<file path="src/ivpl_consts.svh">
`ifndef IVPL_CONSTS_SVH
`define IVPL_CONSTS_SVH

// register byte offsets on the AXI4-Lite port
`define IVPL_OFS_STATUS  12'h000
`define IVPL_OFS_ENABLE  12'h004
`define IVPL_OFS_CLEAR   12'h008
`define IVPL_OFS_MASK    12'h00C
`define IVPL_OFS_WINNER  12'h010
`define IVPL_OFS_TABLE   12'h100
// vector numbering of the covered range
`define IVPL_VEC_FIRST   6'h0C
`define IVPL_VEC_LAST    6'h20
`define IVPL_VEC_TOD     6'h1D
`define IVPL_PAIR_TOD    16'hFFC4
`define IVPL_PAIR_LAST   16'hFF9E
`define IVPL_PAIR_TOP    16'hFFFE
// flag bit positions of the time-of-day unit
`define IVPL_BIT_QSEC    17
`define IVPL_BIT_SEC     21
`define IVPL_BIT_MATCH   22
// reset values and response codes
`define IVPL_RST_ENABLE  23'h000000
`define IVPL_RST_MASK    1'b1
`define IVPL_RST_ISR     16'h0000
`define IVPL_RESP_OKAY   2'h0
`define IVPL_RESP_SLVERR 2'h2

`endif

</file>
<file path="src/ivpl_pkg.sv">
package ivpl_pkg;
	localparam int NUM_VEC  = 21;
	localparam int NUM_FLAG = 23;
	typedef logic [5:0]          ivpl_vec_t;
	typedef logic [NUM_FLAG-1:0] ivpl_flags_t;
	typedef logic [15:0]         ivpl_addr_t;
endpackage : ivpl_pkg

</file>
<file path="src/ivpl_top.sv">
// Implementation choices: the AXI4-Lite interface to the registers and the placing of the registers.
`timescale 1ns/100ps
`default_nettype none
`include "ivpl_consts.svh"

// Overview of operation
// - smaller vector number wins; top entry wins
// - pair first byte high, next byte low
// - flag sets on event whatever its enable
// - request only while flag's enable is 1
// - mask set, then winning vector presented
// - time-of-day uses vector 29, three enables
// - highest priority served first after unmask
// - global mask comes up set after reset
module ivpl_top
	import ivpl_pkg::*;
(
	// clock and reset
	input  wire logic        REF_CLK,
	input  wire logic        RST_B,
	// peripheral events, one per vector 12..32; bit 17 (vector 29) unused (same clock)
	input  wire logic [20:0] SRC_EVENT,
	input  wire logic        QUARTER_SECOND_EVENT,
	input  wire logic        ONE_SECOND_EVENT,
	input  wire logic        ALARM_MATCH_EVENT,
	// processor core side
	input  wire logic        CORE_MASK_SET,
	input  wire logic        CORE_MASK_CLR,
	input  wire logic        CORE_FETCH_RD,
	input  wire logic [15:0] CORE_FETCH_ADDR,
	output logic             CORE_IRQ_REQ,
	output logic             GLOBAL_MASK,
	output logic [5:0]       VECTOR_NUM,
	output logic [7:0]       CORE_FETCH_DATA,
	output logic             CORE_FETCH_VALID,
	// axi4-lite slave
	input  wire logic [11:0] S_AXI_AWADDR,
	input  wire logic        S_AXI_AWVALID,
	output logic             S_AXI_AWREADY,
	input  wire logic [31:0] S_AXI_WDATA,
	input  wire logic [3:0]  S_AXI_WSTRB,
	input  wire logic        S_AXI_WVALID,
	output logic             S_AXI_WREADY,
	output logic [1:0]       S_AXI_BRESP,
	output logic             S_AXI_BVALID,
	input  wire logic        S_AXI_BREADY,
	input  wire logic [11:0] S_AXI_ARADDR,
	input  wire logic        S_AXI_ARVALID,
	output logic             S_AXI_ARREADY,
	output logic [31:0]      S_AXI_RDATA,
	output logic [1:0]       S_AXI_RRESP,
	output logic             S_AXI_RVALID,
	input  wire logic        S_AXI_RREADY
);

	logic [1:0]    rst_sync;
	logic          rst_n;
	ivpl_flags_t   flags;
	ivpl_flags_t   enable;
	ivpl_flags_t   events;
	ivpl_flags_t   clr_pulse;
	logic [20:0]   vec_req;
	ivpl_vec_t     next_winner;
	logic          any_req;
	ivpl_addr_t    isr_table [NUM_VEC];
	logic          aw_held;
	logic          w_held;
	logic [11:0]   aw_addr;
	logic [31:0]   w_data;
	logic [3:0]    w_strb;
	logic          do_write;
	logic [31:0]   next_rdata;
	logic          rd_hit;

	// vector pair address; the last entry breaks the stride
	function automatic ivpl_addr_t pair_addr(input ivpl_vec_t n);
		pair_addr = (n == `IVPL_VEC_LAST) ? `IVPL_PAIR_LAST
			: `IVPL_PAIR_TOP - {9'h000, n, 1'b0};
	endfunction : pair_addr
	// table slot of a word offset, NUM_VEC when outside
	function automatic logic [4:0] table_slot(input logic [11:0] a);
		logic [11:0] d;
		d = a - `IVPL_OFS_TABLE;
		table_slot = (a >= `IVPL_OFS_TABLE && d[11:2] < NUM_VEC
			&& a[1:0] == 2'h0) ? d[6:2] : 5'(NUM_VEC);
	endfunction : table_slot
	// reset release through two flops
	always_ff @(posedge REF_CLK or negedge RST_B) begin
		if (!RST_B) begin
			rst_sync <= 2'h0;
		end else begin
			rst_sync <= {rst_sync[0], 1'b1};
		end
	end
	assign rst_n = rst_sync[1];
	// event vector in flag-bit layout
	always_comb begin
		events = {ALARM_MATCH_EVENT, ONE_SECOND_EVENT, SRC_EVENT};
		events[`IVPL_BIT_QSEC] = QUARTER_SECOND_EVENT;
	end
	// sticky flags; a new event beats a clear in the same cycle
	always_ff @(posedge REF_CLK or negedge rst_n) begin
		if (!rst_n) begin
			flags <= '0;
		end else begin
			flags <= (flags & ~clr_pulse) | events;
		end
	end
	// per-vector request; time-of-day ors its three gated flags
	always_comb begin
		vec_req = flags[20:0] & enable[20:0];
		vec_req[`IVPL_BIT_QSEC] = |(flags & enable & ((ivpl_flags_t'(1)
			<< `IVPL_BIT_QSEC) | (ivpl_flags_t'(1) << `IVPL_BIT_SEC)
			| (ivpl_flags_t'(1) << `IVPL_BIT_MATCH)));
	end
	// priority pick: loop runs downward so the smallest number is last
	always_comb begin
		next_winner = '0;
		any_req = |vec_req;
		for (int i = NUM_VEC - 1; i >= 0; i--) begin
			if (vec_req[i]) begin
				next_winner = `IVPL_VEC_FIRST + 6'(i);
			end
		end
	end
	// request line toward the core doubles as the interrupt output
	always_ff @(posedge REF_CLK or negedge rst_n) begin
		if (!rst_n) begin
			CORE_IRQ_REQ <= 1'b0;
		end else begin
			CORE_IRQ_REQ <= any_req;
		end
	end

	// global mask; set wins so no nesting slips through
	always_ff @(posedge REF_CLK or negedge rst_n) begin
		if (!rst_n) begin
			GLOBAL_MASK <= `IVPL_RST_MASK;
		end else if (CORE_MASK_SET) begin
			GLOBAL_MASK <= 1'b1;
		end else if (CORE_MASK_CLR || (do_write && aw_addr ==
			`IVPL_OFS_MASK && w_strb[0] && w_data[0])) begin
			GLOBAL_MASK <= 1'b0;
		end
	end

	// winner frozen when the core sets the mask after stacking
	always_ff @(posedge REF_CLK or negedge rst_n) begin
		if (!rst_n) begin
			VECTOR_NUM <= '0;
		end else if (CORE_MASK_SET && !GLOBAL_MASK) begin
			VECTOR_NUM <= next_winner;
		end
	end

	// vector fetch: first byte of the pair high, second low
	always_ff @(posedge REF_CLK or negedge rst_n) begin
		if (!rst_n) begin
			CORE_FETCH_DATA <= '0;
			CORE_FETCH_VALID <= 1'b0;
		end else begin
			CORE_FETCH_VALID <= CORE_FETCH_RD;
			CORE_FETCH_DATA <= 8'h00;
			if (CORE_FETCH_RD) begin
				for (int i = 0; i < NUM_VEC; i++) begin
					if ({CORE_FETCH_ADDR[15:1], 1'b0} == pair_addr(
						`IVPL_VEC_FIRST + 6'(i))) begin
						CORE_FETCH_DATA <= CORE_FETCH_ADDR[0]
							? isr_table[i][7:0] : isr_table[i][15:8];
					end
				end
			end
		end
	end
	// write channel: address and data caught in either order
	always_ff @(posedge REF_CLK or negedge rst_n) begin
		if (!rst_n) begin
			aw_held <= 1'b0;
			w_held <= 1'b0;
			aw_addr <= '0;
			w_data <= '0;
			w_strb <= '0;
		end else begin
			if (S_AXI_AWVALID && S_AXI_AWREADY) begin
				aw_held <= 1'b1;
				aw_addr <= S_AXI_AWADDR;
			end else if (do_write) begin
				aw_held <= 1'b0;
			end
			if (S_AXI_WVALID && S_AXI_WREADY) begin
				w_held <= 1'b1;
				w_data <= S_AXI_WDATA;
				w_strb <= S_AXI_WSTRB;
			end else if (do_write) begin
				w_held <= 1'b0;
			end
		end
	end
	assign do_write = aw_held && w_held && !S_AXI_BVALID;

	// ready while nothing is held; response after the write lands
	always_ff @(posedge REF_CLK or negedge rst_n) begin
		if (!rst_n) begin
			S_AXI_AWREADY <= 1'b0;
			S_AXI_WREADY <= 1'b0;
			S_AXI_BVALID <= 1'b0;
			S_AXI_BRESP <= `IVPL_RESP_OKAY;
		end else begin
			S_AXI_AWREADY <= !aw_held && !(S_AXI_AWVALID && S_AXI_AWREADY);
			S_AXI_WREADY <= !w_held && !(S_AXI_WVALID && S_AXI_WREADY);
			if (do_write) begin
				S_AXI_BVALID <= 1'b1;
				S_AXI_BRESP <= (aw_addr == `IVPL_OFS_ENABLE
					|| aw_addr == `IVPL_OFS_CLEAR
					|| aw_addr == `IVPL_OFS_MASK
					|| table_slot(aw_addr) != 5'(NUM_VEC))
					? `IVPL_RESP_OKAY : `IVPL_RESP_SLVERR;
			end else if (S_AXI_BREADY) begin
				S_AXI_BVALID <= 1'b0;
			end
		end
	end

	// clear register is write-one-to-clear, lasts one cycle
	always_comb begin
		clr_pulse = '0;
		if (do_write && aw_addr == `IVPL_OFS_CLEAR) begin
			clr_pulse = w_data[NUM_FLAG-1:0];
		end
	end

	// enable register and vector table, byte lanes honoured
	always_ff @(posedge REF_CLK or negedge rst_n) begin
		if (!rst_n) begin
			enable <= `IVPL_RST_ENABLE;
			for (int i = 0; i < NUM_VEC; i++) begin
				isr_table[i] <= `IVPL_RST_ISR;
			end
		end else if (do_write) begin
			for (int i = 0; i < NUM_FLAG; i++) begin
				if (aw_addr == `IVPL_OFS_ENABLE && w_strb[i/8]) begin
					enable[i] <= w_data[i];
				end
			end
			for (int i = 0; i < NUM_VEC; i++) begin
				if (table_slot(aw_addr) == 5'(i)) begin
					if (w_strb[0]) isr_table[i][7:0] <= w_data[7:0];
					if (w_strb[1]) isr_table[i][15:8] <= w_data[15:8];
				end
			end
		end
	end

	// read decode
	always_comb begin
		next_rdata = 32'h00000000;
		rd_hit = 1'b1;
		case (S_AXI_ARADDR)
			`IVPL_OFS_STATUS: next_rdata = {9'h000, flags};
			`IVPL_OFS_ENABLE: next_rdata = {9'h000, enable};
			`IVPL_OFS_CLEAR:  next_rdata = 32'h00000000;
			`IVPL_OFS_MASK:   next_rdata = {31'h00000000, GLOBAL_MASK};
			`IVPL_OFS_WINNER: next_rdata = {23'h000000, any_req, 2'h0,
				next_winner};
			default: begin
				if (table_slot(S_AXI_ARADDR) != 5'(NUM_VEC)) begin
					next_rdata = {16'h0000,
						isr_table[table_slot(S_AXI_ARADDR)]};
				end else begin
					rd_hit = 1'b0;
				end
			end
		endcase
	end

	// read channel: one read in flight, answer one cycle later
	always_ff @(posedge REF_CLK or negedge rst_n) begin
		if (!rst_n) begin
			S_AXI_ARREADY <= 1'b0;
			S_AXI_RVALID <= 1'b0;
			S_AXI_RDATA <= '0;
			S_AXI_RRESP <= `IVPL_RESP_OKAY;
		end else begin
			S_AXI_ARREADY <= !S_AXI_RVALID
				&& !(S_AXI_ARVALID && S_AXI_ARREADY);
			if (S_AXI_ARVALID && S_AXI_ARREADY) begin
				S_AXI_RVALID <= 1'b1;
				S_AXI_RDATA <= next_rdata;
				S_AXI_RRESP <= rd_hit ? `IVPL_RESP_OKAY : `IVPL_RESP_SLVERR;
			end else if (S_AXI_RREADY) begin
				S_AXI_RVALID <= 1'b0;
			end
		end
	end

endmodule : ivpl_top
`default_nettype wire

</file>
<file path="config.mk">
export PLATFORM = sky130hd
export DESIGN_NAME = ivpl_top
export DESIGN_NICKNAME = d
export VERILOG_FILES = /design/src/ivpl_pkg.sv /design/src/ivpl_top.sv
export VERILOG_INCLUDE_DIRS = /design/src
export SDC_FILE = /design/constraint.sdc
export NUM_CORES = 1
export LEC_CHECK = 0
export BUFFER_PORTS_ARGS = -buffer_cell sky130_fd_sc_hd__buf_2
export CORE_UTILIZATION = 40
export DETAILED_ROUTE_END_ITERATION = 16
export HOLD_SLACK_MARGIN = 0.12
export PLACE_DENSITY = 0.6
export SYNTH_ARGS = -nofsm -noshare
export SYNTH_HDL_FRONTEND = slang
export SYNTH_SLANG_ARGS = --single-unit
</file>
<file path="constraint.sdc">
create_clock -name REF_CLK -period 41.4 [get_ports REF_CLK]
set_input_delay 8.28 -clock REF_CLK [delete_from_list [all_inputs] [get_ports REF_CLK]]
set_output_delay 8.28 -clock REF_CLK [all_outputs]
set_load 0.05 [all_outputs]
</file>
==> impl_metrics.py, run 1 <==
metrics = {
    "place": {
        "place_area_mm2": 0.0268,
        "dpl.cell_count": 3068,
        "portBuffers": 145,
        "place_ws_ns": 29.03,
        "gp_congestion": 0.977,
        "place_hpwl_mm": 60.9,
    },
    "clocking": {
        "numCtsBuffers": 52,
        "cts.clk_slew.worst_paths_ns": 0.06,
        "cts_buffer_depth": 3,
        "insertion_delay_ns": 0.64,
        "htreeDepth": 2,
        "cts_tree": "yes",
        "ctsHoldBuffers": 0,
        "cts_sinks": 471,
        "post-cts-setup-buffer-count": 0,
        "cts-resized-gates": 0,
        "cts_root_buffer": "clkbuf_16",
    },
    "layout": {
        "nFillCells": 5884,
        "synthToLayoutAreaGrowth_pct": 12.2,
        "nets": 2386,
        "stdcell_count": 3163,
        "drive_above_1_share_pct": 35.1,
        "final_area_mm2": 0.0286,
    },
    "drt": {
        "met2_length_mm": 39.6,
        "wire_per_inst_um": 27.9,
        "vias_per_cell": 6.21,
        "first_iter_violations": 1928,
        "top_layer": "met5",
        "met1Wirelength_mm": 36.6,
        "drt_pass1_iterations": 6,
        "vias": 19700,
        "ant_nets": 0,
        "routed_wl_mm": 88.3,
        "drc_errors": 0,
        "wl_met3_mm": 7.57,
    },
    "critical_path": {
        "reg2reg_to": "isr_table[153]",
        "startpoint_type": "input pin",
        "endpoint_kind": "flop",
        "r2r_cells": 7,
        "crit_buf_inv": 3,
        "crit_chain": "clkbuf_8 -> buf_4 -> buf_4 -> mux4_2 -> nand2b_1 -> nand3_1 -> o2111ai_1 -> a21oi_1 -> o21ai_0 -> a21oi_1 -> o21ai_0",
        "critical-path-top-delay-family": "buffers and inverters",
        "crit_required_ns": 41.85,
        "critPathCapture": "CORE_FETCH_DATA[6]",
        "worstSetupStartpoint": "CORE_FETCH_ADDR[0]",
        "crit_fanout": 58,
        "path_class": "in2reg",
        "slowest_stage": "buf_4",
        "cp_num_cells": 11,
        "r2r_setup_slack_ns": 38.09,
        "crit-reg2reg-launch": "aw_addr[7]",
        "slowest_delay_ns": 0.91,
        "worstPathArrival_ns": 12.28,
    },
    "synth": {
        "synth_cell_type_count": 85,
        "synth_edf_count": 0,
        "yosysWarnings": 0,
        "synth_top_area_share_pct": 46.1,
        "syn_area_mm2": 0.0255,
        "seq_area_frac_synth_pct": 46.2,
        "synth_area_leaders": "dfrtp_1, mux2_2, mux2i_1",
        "yosysMostFrequentCell": "dfrtp_1",
        "synthCells": 2192,
        "synthTopCellsByCount": "dfrtp_1, mux2_2, mux2i_1",
        "avgSynthCellArea_um2": 11.6,
        "async_reset_ff_share_pct": 100,
        "synth-seq-cells": 471,
        "yosys.area.top_type": "dfrtp_1",
        "synth_ff_type": "dfrtp_1",
    },
    "run": {
        "cap_violations": 0,
    },
    "floorplanning": {
        "die_y_um": 254,
        "dieArea_mm2": 0.0648,
        "start_util_pct": 40.4,
        "io_pins": 168,
        "floorplan.rows": 92,
        "die_w_um": 254,
        "core_area_mm2": 0.0631,
    },
    "timing": {
        "final_max_slew_viol_count": 0,
        "tns_ns": 0,
        "hold_violations": 0,
        "finalSetupViolCount": 0,
        "finalCriticalPeriod_ns": 11.84,
        "max_slew.worst_pin.slew_ns": 1.37,
        "min_period_over_period_pct": 28.6,
        "rsz0062_at_grt": "false",
        "clock.fmax_ghz": 0.0845,
        "setup_slack_ns": 29.56,
        "fin_skew_ns": 0.0354,
        "relSlewSlack_pct": 8.77,
    },
    "global_route": {
        "antenna_found_initial": 2,
        "grt_pass1_wl_mm": 131,
        "first_global_vias": 19700,
        "grt_overflow": 0,
        "grt_max_degree": 82,
        "grt_use_total_pct": 27.4,
    },
    "pwr": {
        "powerDensity_mw_per_mm2": 44.5,
        "peakVddDrop_mv": 0.0470,
        "report.power.total_mw": 1.27,
        "power.leakage_nw": 12.9,
    },
    "outcome": {
        "status": "finished clean",
    },
    "worst_hold_path": {
        "holdCritPathClass": "reg2reg",
    },
}
==> flip-flops by register name, summed over array words and instances, names as in the netlist, 2 cells and up <==
register,flops
CORE_FETCH_DATA,8
S_AXI_RDATA,23
VECTOR_NUM,6
aw_addr,12
enable,23
flags,23
isr_table,336
rst_sync,2
w_data,23
w_strb,3
==> area by class of cell <==
| class | count | area [um^2] | area share, % |
|---|---|---|---|
| antenna | 1 | 2.50 | 0.00874 |
| clock buffer | 78 | 1530 | 5.34 |
| clock inverter | 16 | 248 | 0.866 |
| inverter | 8 | 30.0 | 0.105 |
| multi-input combinational | 1557 | 12900 | 45.1 |
| sequential | 471 | 11800 | 41.2 |
| tap | 846 | 1060 | 3.70 |
| timing repair buffer | 186 | 1040 | 3.65 |
==> where the power goes <==
part           total [mW]  switching (mW)  internal, mW  leakage, nW
Clock               0.486           0.205         0.281        0.868
Combinational       0.208           0.146        0.0619         5.77
Sequential          0.581          0.0880         0.493         6.30
==> per-stage QoR <==
stage                     utilization [%]  hold WS [ns]
after floorplan                         -         0.331
after global placement               42.5         0.335
after detailed placement             42.5         0.340
after CTS                            45.4         0.354
after global routing                 45.4         0.366
final                                45.4         0.352
==> worst min path at each step <==
stage / end / cells after the start / slack (ns) / start
finish: rst_sync[1] / 0 / 0.35 / rst_sync[0]
global route: rst_sync[1] / 0 / 0.37 / rst_sync[0]
detailed placement: rst_sync[1] / 0 / 0.34 / rst_sync[0]
global placement: rst_sync[1] / 0 / 0.34 / rst_sync[0]
CTS: rst_sync[1] / 0 / 0.35 / rst_sync[0]
floorplan: rst_sync[1] / 0 / 0.33 / rst_sync[0]
==> metal layers <==
| layer | GRT usage [%] | vias to the layer above |
|---|---|---|
| li1 | - | 8373 |
| met1 | 36.6 | 10100 |
| met2 | 42.0 | 915 |
| met3 | 6.18 | 225 |
| met4 | 12.9 | 4 |
| met5 | 0 | - |
==> cells by family after synthesis <==
family / count (synthesis) / share of synthesized area (%)
multiplexers: 661 / 29.3
AND/OR/NAND/NOR: 476 / 9.67
flip-flops: 471 / 46.2
AO/OA/AOI/OAI: 408 / 11.4
buffers and inverters: 174 / 3.33
other: 2 / 0.0295
==> cell usage in the layout, fill, tap and decap left out, drive strengths merged, types with 7 or more instances in the layout <==
| cell type | count |
|---|---|
| o221ai | 10 |
| mux2 | 453 |
| o22a | 8 |
| mux4 | 18 |
| and3 | 11 |
| a221oi | 41 |
| dfrtp | 470 |
| buf | 185 |
| nor2 | 120 |
| o211ai | 10 |
| nand4 | 24 |
| clkinv | 12 |
| o32ai | 8 |
| nor3 | 36 |
| inv | 7 |
| nand2b | 11 |
| a21oi | 84 |
| nor2b | 13 |
| and2 | 8 |
| a221o | 19 |
| a211oi | 32 |
| a31oi | 9 |
| o21ai | 72 |
| conb | 12 |
| or2 | 9 |
| a21o | 24 |
| o22ai | 12 |
| nand2 | 155 |
| nand3 | 57 |
| clkbuf | 79 |
| o32a | 9 |
| a22o | 7 |
| or3 | 9 |
| mux2i | 190 |
Power figures use the tool's default switching activity.
==> inputs of run 2 (changes only) <==
==> constraint.sdc (replaced) <==
create_clock -name REF_CLK -period 12.1 [get_ports REF_CLK]
set_input_delay 2.42 -clock REF_CLK [delete_from_list [all_inputs] [get_ports REF_CLK]]
set_output_delay 2.42 -clock REF_CLK [all_outputs]
set_load 0.05 [all_outputs]
==> run 2 against run 1 <==
Effect of this change:
- sequential power rose to 3.4 times the previous value
- design area shrank 0.21%
- sequential cell count did not move
- final cell count did not move
- critical endpoint is now S_AXI_RDATA[15]
- largest cell class unchanged
- sequential share of layout area up 0.088 points
- combinational power rose to 3.5 times the previous value
- total power rose to 3.4 times the previous value
- critical path type unchanged
- clock power grew to 3.3 times the previous value
==> impl_metrics.py, run 2 (synthesis gave the netlist of run 1 again) <==
metrics = {
    "outcome": {
        "status": "finished clean",
    },
    "layout": {
        "top_register": "isr_table",
        "largest_reg_flops": 336,
        "synthToLayoutAreaGrowth_pct": 12.0,
        "nFillCells": 5914,
        "nets": 2383,
        "most-common-layout-cells": "dfrtp_1, mux2_2, mux2i_1",
        "drive_above_1_share_pct": 35.0,
        "final_common_cell": "dfrtp_1",
    },
    "timing": {
        "rsz0062_at_grt": "false",
        "min_period_over_period_pct": 46.7,
        "max_slew.worst_pin.slew_ns": 1.25,
        "finalCriticalPeriod_ns": 5.65,
        "final_max_slew_viol_count": 0,
        "hold_ws_ns": 0.351,
        "relSlewSlack_pct": 16.6,
        "tns_ns": 0,
        "fin_skew_ns": 0.0231,
        "finalSetupViolCount": 0,
        "setup_slack_ns": 6.45,
        "hold_violations": 0,
        "clock.fmax_ghz": 0.177,
    },
    "clocking": {
        "cts-resized-gates": 0,
        "ctsHoldBuffers": 0,
        "htreeDepth": 2,
        "cts.clk_slew.worst_paths_ns": 0.06,
        "cts_sinks": 471,
        "cts_root_buffer": "clkbuf_16",
        "insertion_delay_ns": 0.62,
        "cts_tree": "yes",
        "cts_buffer_depth": 3,
        "post-cts-setup-buffer-count": 0,
        "numCtsBuffers": 51,
    },
    "place": {
        "place_ws_ns": 5.96,
        "portBuffers": 145,
        "gp_congestion": 0.934,
        "place_hpwl_mm": 59.6,
    },
    "worst_hold_path": {
        "holdCritPathClass": "reg2reg",
    },
    "critical_path": {
        "worstPathArrival_ns": 6.21,
        "crit_chain": "buf_2 -> o21a_1 -> o21a_1 -> or3_1 -> mux2i_1 -> a221oi_1 -> nor3_1 -> a311oi_1 -> o22a_1",
        "endpoint_kind": "flop",
        "crit_required_ns": 12.66,
        "critPathCapture": "S_AXI_RDATA[15]",
        "r2r_setup_slack_ns": 8.82,
        "slowest_delay_ns": 0.87,
        "crit_fanout": 20,
        "startpoint_type": "input pin",
        "worstSetupStartpoint": "S_AXI_ARADDR[3]",
        "r2r_cells": 7,
        "crit-reg2reg-launch": "aw_addr[7]",
        "path_class": "in2reg",
        "reg2reg_to": "isr_table[174]",
        "slowest_stage": "a311oi_1",
        "crit_top_cell": "o21a_1",
    },
    "drt": {
        "drt_pass1_iterations": 8,
        "vias": 19500,
        "routed_wl_mm": 87.0,
        "vias_per_cell": 6.16,
        "wire_per_inst_um": 27.5,
        "first_iter_violations": 1707,
        "ant_nets": 0,
        "drc_errors": 0,
    },
    "global_route": {
        "grt_max_degree": 186,
        "grt_use_total_pct": 26.9,
        "grt_pass1_wl_mm": 128,
        "first_global_vias": 19600,
        "antenna_found_initial": 1,
        "grt_overflow": 0,
    },
    "floorplanning": {
        "dieArea_mm2": 0.0648,
        "die_w_um": 254,
        "floorplan.rows": 92,
        "io_pins": 168,
        "start_util_pct": 40.4,
        "die_y_um": 254,
        "core_area_mm2": 0.0631,
    },
    "run": {
        "cap_violations": 0,
    },
    "pwr": {
        "power.leakage_nw": 12.9,
        "powerDensity_mw_per_mm2": 150,
        "peakVddDrop_mv": 0.193,
    },
}
run 2: cell count changes in the layout (fill, tap and decap cells not counted), sizes merged:
cell / previous run / this run
buf: 185 / 183
bufinv: 4 / 2
clkbuf: 79 / 81
diode: 1 / 2
inv: 7 / 8
run 2: critical path: cells and delay by family:
kind	cells	cell delay [ns]
AOI/OAI and AO/OA	5	2.27
buffers and inverters	1	0.46
muxes	1	0.16
and+or+nand+nor	2	0.86
run 2: layout make-up:
class                   instances  area, um^2  area share, %
multi-input cells            1557       12900           45.2
flip-flops and latches        471       11800           41.3
clock buffers                  80        1540           5.38
well taps                     846        1060           3.71
repair buffers                184        1050           3.69
clock inverters                15         168          0.587
inverters                       8        30.0          0.105
diodes                          2        5.00         0.0175
run 2: per-layer routing:
layer | wire length, um | vias up | GRT usage (%)
met1 | 36400 | 10100 | 36.3
met4 | 3810 | 2 | 11.8
met3 | 7090 | 190 | 5.84
met2 | 39700 | 881 | 41.4
met5 | 17 | - | 0
li1 | - | 8363 | -
run 2: how the worst min path moves through the flow:
stage / start / end / slack [ns] / cells past startpoint
after CTS: rst_sync[0] / rst_sync[1] / 0.35 / 0
after global placement: rst_sync[0] / rst_sync[1] / 0.34 / 0
after detailed placement: rst_sync[0] / rst_sync[1] / 0.34 / 0
after floorplan: rst_sync[0] / rst_sync[1] / 0.33 / 0
after global routing: rst_sync[0] / rst_sync[1] / 0.36 / 0
final: rst_sync[0] / rst_sync[1] / 0.35 / 0
run 2: where the power goes:
| group | internal [mW] | total (mW) | switching [mW] |
|---|---|---|---|
| logic | 0.212 | 0.723 | 0.511 |
| registers | 1.69 | 1.97 | 0.282 |
| clock network | 0.916 | 1.59 | 0.678 |
| total | 2.82 | 4.29 | 1.47 |
run 2: metrics by stage:
stage / total power [mW] / util, % / instances / area, um^2
after floorplan: 2.35 / - / 2202 / 25500
after global placement: 2.68 / 42.6 / 3066 / 26800
after detailed placement: 2.70 / 42.6 / 3066 / 26800
after CTS: 4.30 / 45.3 / 3161 / 28600
after global routing: 4.43 / 45.3 / 3161 / 28600
final: 4.29 / 45.3 / 3163 / 28600
==> inputs of run 3 (changes only) <==
--- a/config.mk
+++ b/config.mk
@@ -10,7 +10,7 @@
 export CORE_UTILIZATION = 40
 export DETAILED_ROUTE_END_ITERATION = 16
 export HOLD_SLACK_MARGIN = 0.12
-export PLACE_DENSITY = 0.6
+export PLACE_DENSITY = 0.62
 export SYNTH_ARGS = -nofsm -noshare
 export SYNTH_HDL_FRONTEND = slang
 export SYNTH_SLANG_ARGS = --single-unit
==> constraint.sdc (replaced) <==
create_clock -name REF_CLK -period 5.2 [get_ports REF_CLK]
set_input_delay 1.04 -clock REF_CLK [delete_from_list [all_inputs] [get_ports REF_CLK]]
set_output_delay 1.04 -clock REF_CLK [all_outputs]
set_load 0.05 [all_outputs]
==> run 3 against run 2 <==
Effect of this change:
- non-clock buffer count increased by 27
- count of clock-buffer cells in the layout fell by 1
- register-to-register slack worse by 6.9 ns
- global-route usage grew 0.46 points
- design area increased by 0.77%
- total power up 130%
- clock power increased by 130%
- worst setup slack got worse by 5.0 ns
- sequential cell count did not move
- largest power group unchanged
- highest routed layer unchanged
==> impl_metrics.py, run 3 (synthesis gave the netlist of run 1 again) <==
metrics = {
    "layout": {
        "most-common-layout-cells": "dfrtp_1, mux2_2, mux2i_1",
        "largest_reg_flops": 336,
        "final_common_cell": "dfrtp_1",
        "drive_above_1_share_pct": 35.8,
        "antenna_cells": 0,
        "nFillCells": 5838,
        "nets": 2410,
        "synthToLayoutAreaGrowth_pct": 12.9,
        "top_register": "isr_table",
    },
    "global_route": {
        "grt_overflow": 0,
        "grt_use_total_pct": 27.3,
        "met3_usage_pct": 5.95,
        "grt_use_met2_pct": 41.6,
        "antenna_found_initial": 2,
        "top_usage_layer": "met2",
        "grt_max_degree": 125,
        "grt_pass1_wl_mm": 131,
        "grtUsageMet1_pct": 36.7,
        "first_global_vias": 19900,
    },
    "pwr": {
        "peakVddDrop_mv": 0.395,
        "p_comb_share_pct": 17.2,
        "pwr-share-clk_pct": 36.9,
        "power_frac_seq_pct": 45.9,
        "switchingPower_mw": 3.46,
        "power.leakage_nw": 13.1,
        "powerDensity_mw_per_mm2": 348,
        "report.power.total_mw": 10.0,
        "switching_share_pct": 34.5,
        "p_int_mw": 6.56,
    },
    "drt": {
        "drt_pass1_iterations": 7,
        "routed_wl_mm": 88.5,
        "vias": 19800,
        "drc_errors": 0,
        "wire_per_inst_um": 27.7,
        "ant_nets": 0,
        "vias_per_cell": 6.22,
        "first_iter_violations": 2288,
    },
    "critical_path": {
        "critical-path-top-delay-family": "compound AO/OA/AOI/OAI gates",
        "startpoint_type": "input pin",
        "crit_required_ns": 5.69,
        "crit_chain": "buf_2 -> mux4_2 -> mux2i_1 -> nor2_1 -> o211ai_1 -> nand4_1 -> a41oi_1 -> o221ai_1 -> a32o_1",
        "crit_buf_inv": 1,
        "r2r_setup_slack_ns": 1.90,
        "worstPathArrival_ns": 4.24,
        "crit-reg2reg-launch": "aw_addr[7]",
        "crit_fanout": 21,
        "cp_num_cells": 9,
        "endpoint_kind": "flop",
        "worstSetupStartpoint": "CORE_FETCH_ADDR[2]",
        "slowest_delay_ns": 0.72,
        "path_class": "in2reg",
        "critPathCapture": "CORE_FETCH_DATA[7]",
        "reg2reg_to": "isr_table[157]",
        "r2r_cells": 7,
        "slowest_stage": "a41oi_1",
    },
    "timing": {
        "min_period_over_period_pct": 72.2,
        "max_slew.worst_pin.slew_ns": 1.30,
        "rsz0062_at_grt": "false",
        "fin_skew_ns": 0.0173,
        "final_max_slew_viol_count": 0,
        "hold_ws_ns": 0.208,
        "clock.fmax_ghz": 0.267,
        "finalCriticalPeriod_ns": 3.75,
        "tns_ns": 0,
        "finalSetupViolCount": 0,
        "relSlewSlack_pct": 13.2,
        "hold_violations": 0,
    },
    "clocking": {
        "insertion_delay_ns": 0.61,
        "ctsHoldBuffers": 0,
        "cts.clk_slew.worst_paths_ns": 0.06,
        "htreeDepth": 2,
        "cts_tree": "yes",
        "cts-resized-gates": 0,
        "numCtsBuffers": 51,
        "cts_sinks": 471,
        "cts_root_buffer": "clkbuf_16",
        "post-cts-setup-buffer-count": 0,
        "cts_buffer_depth": 3,
    },
    "worst_hold_path": {
        "holdCritPathClass": "in2async",
    },
    "place": {
        "portBuffers": 145,
        "place_hpwl_mm": 60.9,
        "gp_congestion": 0.998,
    },
    "floorplanning": {
        "floorplan.rows": 92,
        "die_w_um": 254,
        "core_area_mm2": 0.0631,
        "start_util_pct": 40.4,
        "die_y_um": 254,
        "dieArea_mm2": 0.0648,
        "io_pins": 168,
    },
    "outcome": {
        "status": "finished clean",
    },
    "run": {
        "cap_violations": 0,
    },
}
-- run 3: changes by cell type in the layout (fill, tap and decap cells not counted) --
cell	before	now
clkbuf_8	16	15
buf_4	38	62
clkbuf_1	14	13
clkinv_16	1	0
diode_2	2	0
clkinvlp_4	1	0
clkinv_2	9	12
buf_12	2	5
clkbuf_16	51	52
-- run 3: worst min path at each step --
stage	startpoint	endpoint	slack, ns	cells past startpoint
2_1_floorplan	rst_sync[0]	rst_sync[1]	0.33	0
3_3_place_gp	rst_sync[0]	rst_sync[1]	0.34	0
3_5_place_dp	rst_sync[0]	rst_sync[1]	0.34	0
4_1_cts	RST_B	rst_sync[1]	0.18	1
5_1_grt	RST_B	rst_sync[1]	0.19	1
6_report	RST_B	rst_sync[1]	0.21	1
-- run 3: worst register-to-register path: stages, from the launching register on --
cell and delay (ns):
dfrtp_1 0.37, or4_4 0.55, nor3_4 0.35, nand2_2 0.17, nor2_4 0.14, nand3b_1 0.57
nor2_4 0.63, mux2_2 0.41
-- run 3: through the flow --
step	utilization, %	setup slack (ns)	area (um^2)	instances
floorplan	-	0.600	25500	2202
global placement	42.9	1.02	27100	3093
detailed placement	42.9	1.02	27100	3093
CTS	45.6	1.66	28800	3188
global route	45.6	1.50	28800	3188
finish	45.6	1.45	28800	3188
-- run 3: cell type report --
cell class,instances,area (um^2),area share (%)
Timing Repair Buffer,211,1290,4.50
Clock inverter,16,145,0.504
Sequential cell,471,11800,41.0
Multi-Input combinational cell,1557,12900,44.9
Clock buffer,79,1540,5.36
Tap cell,846,1060,3.68
Inverter,8,30.0,0.104
-- run 3: power by group through the flow --
stage / clock network [mW] / logic [mW] / registers, mW
3_5_place_dp: 0 / 1.70 / 4.63
3_3_place_gp: 0 / 1.67 / 4.61
4_1_cts: 3.75 / 1.70 / 4.56
2_1_floorplan: 0 / 0.941 / 4.52
6_report: 3.70 / 1.73 / 4.60
5_1_grt: 3.91 / 1.81 / 4.61
-- run 3: routing by layer --
| metal | share of wire, % | routed length (um) |
|---|---|---|
| met4 | 5.0 | 4400 |
| met1 | 41 | 36300 |
| met3 | 8.9 | 7860 |
| met2 | 45 | 39900 |
| met5 | 0.052 | 46 |
